===== src/include/wdt_pkg.sv =====
/*
 * Constants shared by the watchdog block: register address, control
 * field positions, reset values, mode codes and tick counts.
 * Assumes an 8-bit special-function-register bus and a single clock.
 */
package wdt_pkg;
    // ----------------------------------------------------------------
    // register map
    // ----------------------------------------------------------------
    localparam logic [7:0] WDT_CTRL_ADDR = 8'hAA;

    localparam int WDT_BIT_RUN = 7;
    localparam int WDT_BIT_CLR = 6;
    localparam int WDT_BIT_TOF = 5;
    localparam int WDT_BIT_LPRUN = 4;
    localparam int WDT_BIT_RSTF = 3;
    localparam int WDT_PS_MSB = 2;
    localparam int WDT_PS_LSB = 0;

    localparam logic [2:0] WDT_PS_POR = 3'h7;
    localparam logic [7:0] WDT_RDATA_RST = 8'h00;

    // ----------------------------------------------------------------
    // mode configuration codes
    // ----------------------------------------------------------------
    localparam logic [3:0] WDT_MODE_GP = 4'hF;
    localparam logic [3:0] WDT_MODE_STOP_LP = 4'h5;

    // ----------------------------------------------------------------
    // counts in prescaled or raw oscillator ticks
    // ----------------------------------------------------------------
    localparam int WDT_TIMEOUT_TICKS = 64;
    localparam int WDT_GRACE_TICKS = 512;
    localparam int WDT_CNT_W = $clog2(WDT_TIMEOUT_TICKS);
    localparam int WDT_GRACE_W = $clog2(WDT_GRACE_TICKS) + 1;

    typedef logic [2:0] wdt_ps_t;
endpackage


===== src/include/wdt_tick_if.sv =====
/*
 * Carrier between the watchdog core and its oscillator prescaler.
 * Assumes all signals are synchronous to the core clock.
 */
interface wdt_tick_if;
    logic lso_tick;
    logic clear;
    logic [2:0] select;
    logic div_tick;

    modport core (output lso_tick, output clear, output select, input div_tick);
    modport presc (input lso_tick, input clear, input select, output div_tick);
endinterface


===== src/rtl/wdt_prescaler.sv =====
/*
 * Prescaler dividing oscillator ticks by 1, 4, 8 ... 256.
 * Assumes lso_tick is a one-cycle pulse per oscillator period.
 */
module wdt_prescaler
(
    input wire logic i_clk,
    input wire logic i_reset_n,
    wdt_tick_if.presc tick
);
    import wdt_pkg::*;

    // ----------------------------------------------------------------
    // terminal count
    // ----------------------------------------------------------------
    logic [7:0] cnt_reg;
    logic [7:0] cnt_next;
    logic [7:0] term;
    wire at_term = (cnt_reg == term);

    always_comb
    begin
        case (tick.select)
            3'h0: term = 8'h00;
            3'h1: term = 8'h03;
            3'h2: term = 8'h07;
            3'h3: term = 8'h0F;
            3'h4: term = 8'h1F;
            3'h5: term = 8'h3F;
            3'h6: term = 8'h7F;
            default: term = 8'hFF;
        endcase
    end

    assign tick.div_tick = tick.lso_tick && at_term && !tick.clear;

    always_comb
    begin
        if (tick.clear)
            cnt_next = 8'h00;
        else if (tick.lso_tick)
            cnt_next = at_term ? 8'h00 : cnt_reg + 8'h01;
        else
            cnt_next = cnt_reg;
    end

    always_ff @(posedge i_clk or negedge i_reset_n)
    begin
        if (!i_reset_n)
            cnt_reg <= 8'h00;
        else
            cnt_reg <= cnt_next;
    end
endmodule


===== src/rtl/wdt_top.sv =====
/*
 * Watchdog timer: time-out reset timer or general-purpose periodic
 * timer, controlled through one timed-access-protected SFR.
 * Assumes the oscillator tick, low-power levels, unlock window and
 * configuration field are synchronous to I_CLK. I_POR_N is asserted
 * only by power-on reset, together with I_RESET_N.
 */
module wdt_top
(
    input wire logic I_CLK,
    input wire logic I_RESET_N,
    input wire logic I_POR_N,
    input wire logic I_LSO_TICK,
    input wire logic [3:0] I_MODE_CONFIG,
    input wire logic I_IDLE,
    input wire logic I_POWER_DOWN,
    input wire logic I_TA_OPEN,
    input wire logic I_IRQ_ENABLE,
    input wire logic I_GLOBAL_IRQ_ENABLE,
    input wire logic [7:0] I_SFR_ADDR,
    input wire logic I_SFR_WR,
    input wire logic [7:0] I_SFR_WDATA,
    output logic [7:0] O_SFR_RDATA,
    output logic O_IRQ,
    output logic O_WAKEUP,
    output logic O_SYS_RESET
);
    import wdt_pkg::*;

    // ----------------------------------------------------------------
    // control register state
    // ----------------------------------------------------------------
    logic run_reg;
    logic clr_pend_reg;
    logic tof_reg;
    logic lprun_reg;
    logic rstf_reg;
    wdt_ps_t ps_reg;
    logic [7:0] rdata_reg;

    // ----------------------------------------------------------------
    // counting state
    // ----------------------------------------------------------------
    logic [WDT_CNT_W-1:0] cnt_reg;
    logic [WDT_CNT_W-1:0] cnt_next;
    logic grace_on_reg;
    logic [WDT_GRACE_W-1:0] grace_reg;
    logic [WDT_GRACE_W-1:0] grace_next;
    logic lp_prev_reg;
    logic sys_rst_reg;
    logic wake_reg;

    wdt_tick_if tick ();

    // ----------------------------------------------------------------
    // decode
    // ----------------------------------------------------------------
    wire ctrl_hit = (I_SFR_ADDR == WDT_CTRL_ADDR);
    wire ctrl_wr = I_SFR_WR && ctrl_hit && I_TA_OPEN;
    wire wr_clr = ctrl_wr && I_SFR_WDATA[WDT_BIT_CLR];

    wire gp_mode = (I_MODE_CONFIG == WDT_MODE_GP);
    wire low_power = I_IDLE || I_POWER_DOWN;
    wire lp_change = (low_power != lp_prev_reg);

    wire gp_run = run_reg && (!low_power || lprun_reg);
    wire rst_run = !low_power || (I_MODE_CONFIG != WDT_MODE_STOP_LP);
    wire counting = gp_mode ? gp_run : rst_run;

    // clearing completes at the next oscillator tick, as the real
    // counter lives on that clock; reads show it still pending
    wire clr_done = clr_pend_reg && I_LSO_TICK;
    wire cnt_clear = clr_done || lp_change;

    wire cnt_max = (cnt_reg == WDT_CNT_W'(WDT_TIMEOUT_TICKS - 1));
    wire timeout = counting && tick.div_tick && cnt_max;

    // grace end after 512 oscillator clocks
    wire grace_end = grace_on_reg && I_LSO_TICK
        && (grace_reg == WDT_GRACE_W'(WDT_GRACE_TICKS - 1));

    assign tick.lso_tick = I_LSO_TICK && counting;
    assign tick.clear = cnt_clear;
    assign tick.select = ps_reg;

    wdt_prescaler u_presc
    (
        .i_clk(I_CLK),
        .i_reset_n(I_RESET_N),
        .tick(tick)
    );

    wire [7:0] ctrl_value = {run_reg, clr_pend_reg, tof_reg, lprun_reg,
        rstf_reg, ps_reg};

    // ----------------------------------------------------------------
    // next-state
    // ----------------------------------------------------------------
    // counter wraps and keeps going
    always_comb
    begin
        if (cnt_clear)
            cnt_next = '0;
        else if (counting && tick.div_tick)
            cnt_next = cnt_reg + WDT_CNT_W'(1);
        else
            cnt_next = cnt_reg;
    end

    always_comb
    begin
        if (!grace_on_reg)
            grace_next = '0;
        else if (I_LSO_TICK)
            grace_next = grace_reg + WDT_GRACE_W'(1);
        else
            grace_next = grace_reg;
    end

    // ----------------------------------------------------------------
    // software bits (cleared by any reset)
    // ----------------------------------------------------------------
    always_ff @(posedge I_CLK or negedge I_RESET_N)
    begin
        if (!I_RESET_N)
        begin
            run_reg <= 1'b0;
            lprun_reg <= 1'b0;
        end
        else if (ctrl_wr)
        begin
            run_reg <= I_SFR_WDATA[WDT_BIT_RUN];
            lprun_reg <= I_SFR_WDATA[WDT_BIT_LPRUN];
        end
    end

    always_ff @(posedge I_CLK or negedge I_RESET_N)
    begin
        if (!I_RESET_N)
            clr_pend_reg <= 1'b0;
        else if (wr_clr)
            clr_pend_reg <= 1'b1;
        else if (clr_done)
            clr_pend_reg <= 1'b0;
    end

    // flag set wins over software clear
    always_ff @(posedge I_CLK or negedge I_RESET_N)
    begin
        if (!I_RESET_N)
            tof_reg <= 1'b0;
        else if (timeout)
            tof_reg <= 1'b1;
        else if (ctrl_wr)
            tof_reg <= I_SFR_WDATA[WDT_BIT_TOF];
    end

    // ----------------------------------------------------------------
    // bits kept across all but power-on reset
    // ----------------------------------------------------------------
    // reset flag set by own reset
    always_ff @(posedge I_CLK or negedge I_POR_N)
    begin
        if (!I_POR_N)
            rstf_reg <= 1'b0;
        else if (grace_end)
            rstf_reg <= 1'b1;
        else if (ctrl_wr)
            rstf_reg <= I_SFR_WDATA[WDT_BIT_RSTF];
    end

    always_ff @(posedge I_CLK or negedge I_POR_N)
    begin
        if (!I_POR_N)
            ps_reg <= WDT_PS_POR;
        else if (ctrl_wr)
            ps_reg <= I_SFR_WDATA[WDT_PS_MSB:WDT_PS_LSB];
    end

    // ----------------------------------------------------------------
    // counters
    // ----------------------------------------------------------------
    // counter zero on reset
    always_ff @(posedge I_CLK or negedge I_RESET_N)
    begin
        if (!I_RESET_N)
        begin
            cnt_reg <= '0;
            grace_reg <= '0;
            lp_prev_reg <= 1'b0;
        end
        else
        begin
            cnt_reg <= cnt_next;
            grace_reg <= grace_next;
            lp_prev_reg <= low_power;
        end
    end

    always_ff @(posedge I_CLK or negedge I_RESET_N)
    begin
        if (!I_RESET_N)
            grace_on_reg <= 1'b0;
        else if (wr_clr || grace_end)
            grace_on_reg <= 1'b0;
        else if (timeout && !gp_mode)
            grace_on_reg <= 1'b1;
    end

    // ----------------------------------------------------------------
    // outputs
    // ----------------------------------------------------------------
    // system reset pulse, wake pulse
    always_ff @(posedge I_CLK or negedge I_RESET_N)
    begin
        if (!I_RESET_N)
        begin
            sys_rst_reg <= 1'b0;
            wake_reg <= 1'b0;
            rdata_reg <= WDT_RDATA_RST;
        end
        else
        begin
            sys_rst_reg <= grace_end;
            wake_reg <= timeout && low_power;
            rdata_reg <= ctrl_hit ? ctrl_value : 8'h00;
        end
    end

    assign O_IRQ = tof_reg && I_IRQ_ENABLE && I_GLOBAL_IRQ_ENABLE;
    assign O_WAKEUP = wake_reg;
    assign O_SYS_RESET = sys_rst_reg;
    assign O_SFR_RDATA = rdata_reg;
endmodule


===== config.mk =====
export PLATFORM = sky130hd
export DESIGN_NAME = wdt_top
export DESIGN_NICKNAME = d
export VERILOG_FILES = /design/src/include/wdt_pkg.sv /design/src/include/wdt_tick_if.sv /design/src/rtl/wdt_prescaler.sv /design/src/rtl/wdt_top.sv
export SDC_FILE = /design/constraint.sdc
export NUM_CORES = 1
export LEC_CHECK = 0
export ABC_AREA = 1
export ABC_CLOCK_PERIOD_IN_PS = 2200
export BUFFER_PORTS_ARGS = -buffer_cell sky130_fd_sc_hd__buf_2
export CAP_MARGIN = 40
export CORE_UTILIZATION = 55
export DETAILED_ROUTE_END_ITERATION = 10
export GPL_ROUTABILITY_DRIVEN = 0
export PLACE_DENSITY = 0.79
export SETUP_SLACK_MARGIN = 0.3
export SLEW_MARGIN = 20
export SYNTH_ARGS = -nofsm -noshare
export SYNTH_HDL_FRONTEND = slang
export SYNTH_SLANG_ARGS = --single-unit

===== constraint.sdc =====
create_clock -name I_CLK -period 2.2 [get_ports I_CLK]
set_clock_uncertainty 0.15 [all_clocks]
set_input_delay 0.44 -clock I_CLK [delete_from_list [all_inputs] [get_ports I_CLK]]
set_output_delay 0.44 -clock I_CLK [all_outputs]
set_load 0.05 [all_outputs]

# ---- After elaboration in Yosys (flattened, before gate mapping)
# Cells that the tools add are included.
dict set report totals {
  regBits 44
  inputBits 30
  output_inout_bits 11
}
dict set report classes {
  n_addsub 3
  eq_ne 14
  muxes 18
  n_reduce_logical 31
}
# operator count
set ops {}
lappend ops {{$pmux W8 S7} 1}
lappend ops {{$mux W8} 4}
lappend ops {{$mux W10} 2}
lappend ops {{$logic_and A1 B1 Y1} 16}
lappend ops {{$mux W6} 2}
lappend ops {{$reduce_bool A2 Y1} 6}
lappend ops {{$add A10 B1 Y10 const B} 1}
lappend ops {{$eq A10 B9 Y1 const B} 1}
lappend ops {{$eq A3 B3 Y1 const B} 3}
lappend ops {{$mux W1} 9}
lappend ops {{$add A8 B1 Y8 const B} 1}
lappend ops {{$eq A8 B8 Y1} 1}
lappend ops {{$eq A8 B8 Y1 const B} 1}
lappend ops {{$add A6 B1 Y6 const B} 1}
lappend ops {{$eq A3 B2 Y1 const B} 2}
lappend ops {{$eq A6 B6 Y1 const B} 1}
lappend ops {{$logic_or A1 B1 Y1} 5}
lappend ops {{$eq A4 B4 Y1 const B} 1}
lappend ops {{$ne A4 B3 Y1 const B} 1}
lappend ops {{$eq A3 B1 Y1 const B} 1}
lappend ops {{$logic_not A1 Y1} 3}
lappend ops {{$logic_not A3 Y1} 1}
lappend ops {{$ne A2 B2 Y1 const B} 1}
lappend ops {{$ne A1 B1 Y1} 1}

# ---- Depth between registers and ports, before layout
dict set report depth {
  word_depth 13
  depth_mapped 11
  mapped_depth_nobuf 10
}

# ---- By module
# From an unflattened synthesis, not the netlist that was laid out.
dict set report hier_totals {
  hier_cells 305
  area_unflattened_um2 2362.3
}
# mod instances cells_each area_per_inst_um2 seq_area_each_um2
set modules_own_cells {}
lappend modules_own_cells {wdt_top 1 200 1719.1 904.6}
lappend modules_own_cells {wdt_prescaler 1 105 643.1 200.2}

# ---- Worst setup path after synthesis
# No wires, ideal clock.
dict set report synth_path {
  path_kind {flip-flop to flip-flop}
  startpoint {reg ps_reg[2]}
  endpoint {reg cnt_reg[5]}
  arrival_time_ns 1.350
  required_ns 1.924
  setup_slack_ns 0.573
  stages_incl_launch_ff 11
  path_buffers 1
  synth_period_minus_slack_ns 1.627
  cell_sequence {dfstp_2 > buf_6 > inv_1 > nand3_1 > nand2_1 > nor2_2 > nand2_2 > nor2_8 > nand2_4 > nand2_2 > o22ai_1}
}
dict set report synth_via {
  elab_chain_len 7
}
# item line
set synth_rtl {}
lappend synth_rtl {{from (decl)} wdt_top.sv:38} ;# wdt_ps_t ps_reg;
lappend synth_rtl {{from (signal assigned)} wdt_top.sv:177} ;# ps_reg <= I_SFR_WDATA[WDT_PS_MSB:WDT_PS_LSB];
lappend synth_rtl {{$eq A3 B3 Y1, or another cell as far along} wdt_prescaler.sv:23} ;# case (tick.select)
lappend synth_rtl {{$pmux W8 S7 (*)} wdt_prescaler.sv:23}
lappend synth_rtl {{$eq A8 B8 Y1 (*)} wdt_prescaler.sv:19} ;# wire at_term = (cnt_reg == term);
lappend synth_rtl {{$logic_and A1 B1 Y1 (*) (2 in series)} wdt_prescaler.sv:35} ;# assign tick.div_tick = tick.lso_tick && at_term && !tick.clear;
lappend synth_rtl {{$logic_and A1 B1 Y1 (*)} wdt_top.sv:104} ;# else if (counting && tick.div_tick)
lappend synth_rtl {{$reduce_bool A2 Y1 (no line) (*)} --}
lappend synth_rtl {{to (signal assigned)} wdt_top.sv:194} ;# cnt_reg <= cnt_next;
lappend synth_rtl {{to (decl)} wdt_top.sv:44} ;# logic [WDT_CNT_W-1:0] cnt_reg;
# Every way passes the cells marked *; elsewhere a longest branch is shown, timed or not.
# A chain may end at the register's enable or synchronous reset.

# ---- Final worst setup path
dict set report layout_path {
  startpoint {reg ps_reg[2]}
  endpoint {reg u_presc.cnt_reg[3]}
}
dict set report layout_via {
  elab_chain_len 6
}
# item line
set layout_rtl {}
lappend layout_rtl {{$eq A3 B3 Y1, or another cell as far along} wdt_prescaler.sv:23}
lappend layout_rtl {{$pmux W8 S7 (*)} wdt_prescaler.sv:23}
lappend layout_rtl {{$eq A8 B8 Y1 (*)} wdt_prescaler.sv:19}
lappend layout_rtl {{$mux W8 (*)} wdt_prescaler.sv:42} ;# cnt_next = at_term ? 8'h00 : cnt_reg + 8'h01;
lappend layout_rtl {{$mux W8 (*)} wdt_prescaler.sv:41} ;# else if (tick.lso_tick)
lappend layout_rtl {{$mux W8 (*)} wdt_prescaler.sv:39} ;# if (tick.clear)
lappend layout_rtl {{to (signal assigned)} wdt_prescaler.sv:52} ;# cnt_reg <= cnt_next;
lappend layout_rtl {{to (decl)} wdt_prescaler.sv:16} ;# logic [7:0] cnt_reg;
# Every way passes the cells marked *; elsewhere a longest branch is shown, timed or not. The select of a mux whose other input is x is not followed.

==> metrics.txt <==
# TYPE chip_impl_metric gauge
chip_impl_metric{name="tritoncts.num_buffers",unit=""} 5
chip_impl_metric{name="crit_path_max_incr_delay",unit="ps"} 620
chip_impl_info{name="yosys_most_used_dff",value="sky130_fd_sc_hd__dfrtp_1"} 1
chip_impl_info{name="worstSetupStartpointType",value="register"} 1
chip_impl_metric{name="portion_of_synthesized_cell_area_occupied_by_the_leading_cell_type",unit=""} 0.464
chip_impl_metric{name="grt_pass1_vias",unit=""} 1976
chip_impl_metric{name="timing_max_transition_violations_final",unit=""} 0
chip_impl_metric{name="ant_diodes",unit=""} 0
chip_impl_metric{name="via_count",unit=""} 1895
chip_impl_metric{name="report.final.hold_viol_count",unit=""} 0
chip_impl_info{name="min_path_type",value="in -> reg"} 1
chip_impl_metric{name="finish.net_count",unit=""} 351
chip_impl_metric{name="fp.dieArea",unit="sq um"} 4280
chip_impl_metric{name="detail_route.iter0.violations",unit=""} 118
chip_impl_metric{name="pwr-share-seq",unit=""} 0.519
chip_impl_info{name="crit_path_category",value="reg -> reg"} 1
chip_impl_metric{name="grt_max_degree",unit=""} 22
chip_impl_metric{name="p_switching",unit="mW"} 0.541
chip_impl_metric{name="track_usage",unit=""} 0.270
chip_impl_metric{name="cellLeakagePower",unit="nW"} 1.39
chip_impl_metric{name="post_synth.cell_area_avg",unit="sq um"} 8.22
chip_impl_metric{name="clock_sink_count",unit=""} 44
chip_impl_metric{name="critical_path_arrival",unit="ps"} 1810
chip_impl_metric{name="cell_internal_pwr",unit="mW"} 1.37
chip_impl_metric{name="drv.max_cap_violation_count",unit=""} 0
chip_impl_info{name="run_status",value="finished, final reports clean"} 1
chip_impl_metric{name="switching_share",unit=""} 0.283
chip_impl_metric{name="floorplan.die.width",unit="um"} 65.4
chip_impl_metric{name="grt_antenna_before_repair",unit=""} 0
chip_impl_metric{name="drt_drc_violations_left",unit=""} 0
chip_impl_metric{name="synth_seq_cells",unit=""} 44
chip_impl_info{name="tritoncts",value="built"} 1
chip_impl_info{name="synthTopCellsByArea",value="sky130_fd_sc_hd__dfrtp_1 46%, sky130_fd_sc_hd__nand2_1 9.3%, sky130_fd_sc_hd__inv_1 5.8%"} 1
chip_impl_info{name="end_kind",value="register"} 1
chip_impl_metric{name="routed_wire_length_per_instance",unit="um"} 12.7
chip_impl_metric{name="syn_to_final_growth",unit="%"} 18.4
chip_impl_info{name="rsz_0062_raised_after_global_routing",value="no"} 1
chip_impl_info{name="synth.most_common_cell",value="sky130_fd_sc_hd__nand2_1"} 1
chip_impl_info{name="synth_common_cells",value="55 x sky130_fd_sc_hd__nand2_1, 41 x sky130_fd_sc_hd__dfrtp_1, 34 x sky130_fd_sc_hd__inv_1"} 1
chip_impl_metric{name="power_frac_comb",unit=""} 0.165
chip_impl_metric{name="detailroute.wirelength.met3",unit="um"} 183
chip_impl_info{name="synth_area_leader_cell",value="sky130_fd_sc_hd__dfrtp_1"} 1
chip_impl_metric{name="drt-pass1-iter-count",unit=""} 4
chip_impl_metric{name="worstPathRequired",unit="ps"} 2260
chip_impl_metric{name="buffer_ports.inserted",unit=""} 40
chip_impl_metric{name="achievable-frequency",unit="MHz"} 571
chip_impl_metric{name="layout_min_cycle_time",unit="ps"} 1750
chip_impl_metric{name="rows",unit=""} 22
chip_impl_metric{name="fill_cells",unit=""} 336
chip_impl_metric{name="synth.cell_area",unit="sq um"} 2210
chip_impl_metric{name="grt-ovfl-total",unit=""} 0
chip_impl_metric{name="period_share",unit=""} 0.796
chip_impl_metric{name="clk_pin_slew_worst_paths",unit="ps"} 80
chip_impl_metric{name="timing.max_slew.rel_slack",unit=""} 0.686
chip_impl_metric{name="route.detailed.vias_per_inst",unit=""} 5.16
chip_impl_metric{name="worst_slew_pin_slew",unit="ps"} 472
chip_impl_metric{name="grt_first_pass_wirelength",unit="um"} 8640
chip_impl_metric{name="final_layout_size_suffix_gt1_frac",unit=""} 0.229
chip_impl_metric{name="io_pins",unit=""} 41
chip_impl_metric{name="synth_edf_count",unit=""} 0
chip_impl_metric{name="largest_reg_flops",unit=""} 10
chip_impl_metric{name="drt.antenna.violating_nets",unit=""} 0
chip_impl_metric{name="final-instance-count-excl-fill",unit=""} 367
chip_impl_metric{name="synthCells",unit=""} 269
chip_impl_metric{name="yosysUniqueCellTypes",unit=""} 31
chip_impl_metric{name="cts_buffer_depth",unit=""} 2
chip_impl_metric{name="fraction_of_the_yosys_area_taken_by_sequential_cells",unit=""} 0.500
chip_impl_metric{name="synth-async-reset-ratio",unit=""} 1.00
chip_impl_metric{name="tns",unit="ps"} 0
chip_impl_metric{name="drt_wl_total",unit="um"} 4680
chip_impl_metric{name="floorplan.initialDensity",unit=""} 0.586
chip_impl_metric{name="worst-path-max-fanout",unit=""} 8
chip_impl_metric{name="design_power_total",unit="mW"} 1.91
chip_impl_metric{name="power.density_cell_area",unit="nW/um^2"} 730
chip_impl_metric{name="floorplan.die.height",unit="um"} 65.4
chip_impl_metric{name="synth_net_count",unit=""} 302
chip_impl_metric{name="final-setup-viol-count",unit=""} 0
chip_impl_info{name="cp_cell_instances",value="buf_4 -> xor2_1 -> nor2_1 -> nand2_2 -> nor2_8 -> nor2_4 -> nand3_1 -> o21ai_0"} 1
chip_impl_metric{name="cts-htree-levels",unit=""} 2
chip_impl_info{name="top_layer_used",value="met4"} 1
chip_impl_metric{name="m1WireLength",unit="um"} 2150
chip_impl_metric{name="insertion_delay",unit="ps"} 290
chip_impl_metric{name="p_clk_frac",unit=""} 0.316
chip_impl_info{name="cts_root_buf",value="sky130_fd_sc_hd__clkbuf_8"} 1
chip_impl_metric{name="coreArea",unit="sq um"} 3770
chip_impl_metric{name="dpl.hpwl",unit="um"} 3490
chip_impl_metric{name="routed-wl-met2",unit="um"} 2300
chip_impl_info{name="critPathSlowestCell",value="sky130_fd_sc_hd__dfstp_2"} 1
chip_impl_metric{name="ys.warnings.count",unit=""} 0
chip_impl_metric{name="dp.cells",unit=""} 356
chip_impl_metric{name="irDropWorstVdd",unit="mV"} 0.597
## final cells by class
cell class	count	area [sq um]	area share
sequential	44	1100	0.422
multi-input combinational	185	948	0.362
timing repair buffer	46	263	0.100
inverter	36	135	0.0516
clock buffer	6	72.6	0.0277
tap	48	60.1	0.0229
clock inverter	2	35.0	0.0134
## final timing paths
path                                          startpoint                        endpoint  slack (ps)  cells past startpoint
worst min-delay path                      I_SFR_WDATA[4]           lprun_reg$_DFFE_PN0P_         200                      3
worst max-delay path               ps_reg[2]$_DFFE_PN1P_  u_presc.cnt_reg[3]$_DFFE_PN0P_         450                      8
min in group asynchronous                        I_POR_N            rstf_reg$_DFFE_PN0P_         360                      2
worst min register to register  grace_reg[9]$_DFFE_PN0P_           O_SYS_RESET$_DFF_PN0_         280                      1
max in group asynchronous                      I_RESET_N        O_SFR_RDATA[1]$_DFF_PN0_         940                      3
worst max register to register     ps_reg[2]$_DFFE_PN1P_  u_presc.cnt_reg[3]$_DFFE_PN0P_         450                      8
## metal layers
metal,GRT usage,vias to the layer above
li1,-,966
met1,0.340,873
met2,0.459,48
met3,0.0677,8
met4,0.0734,0
met5,0,-
## layout by cell type, fill, tap and decap left out, drive strengths merged
cell          n
dfrtp        41
xnor2         1
o21ai        27
ha            3
clkinv        1
buf          44
clkbuf        6
bufinv        1
a21oi        10
inv          36
nand3b        1
dlygate4sd3   2
nand4         4
xor2          6
dfstp         3
o22ai         3
nor2         32
nand2        60
nor3          8
and3          3
or2           1
nand3        25
o21a          1
## logic make-up (layout without fill, tap and decap cells)
| family | Yosys count | after routing | synth area share |
|---|---|---|---|
| AND/OR/NAND/NOR | 134 | 134 | 0.286 |
| flip-flops | 44 | 44 | 0.500 |
| XOR/XNOR | 7 | 7 | 0.0277 |
| AO/OA/AOI/OAI | 41 | 41 | 0.0956 |
| adder cells (fa/ha/maj) | 3 | 3 | 0.0170 |
| buffers and inverters | 40 | 90 | 0.0736 |
## through the flow
stage               utilization  area, sq um  hold WS [ps]  setup slack [ps]
finish                    0.694         2620           197               448
global placement          0.657         2480           114               368
CTS                       0.691         2610           190               421
floorplan                     -         2210         -5.59               573
detailed placement        0.657         2480           115               316
global route              0.694         2620           208               310
## power groups by stage
stage / Combinational, mW / Clock, mW / Sequential (mW)
2_1_floorplan: 0.230 / 0 / 0.985
3_3_place_gp: 0.302 / 0 / 1.00
3_5_place_dp: 0.313 / 0 / 1.00
4_1_cts: 0.317 / 0.619 / 0.991
5_1_grt: 0.373 / 0.653 / 1.01
6_report: 0.316 / 0.604 / 0.992
## timing repair
item                                    CTS  global route
buffers inserted                          0             1
hold endpoints to repair                 23             0
endpoints found under the setup margin    0             1
gates resized for setup                   0             2
hold buffers                              2             0
## worst max-delay path, delay by kind of cell, from the launching register on
family / cells / cell delay, ps
xor+xnor: 1 / 120
simple gates: 5 / 550
flops: 1 / 620
buf+inv: 1 / 140
compound gates: 1 / 90
Note: power is estimated with default switching activity, not from simulation.
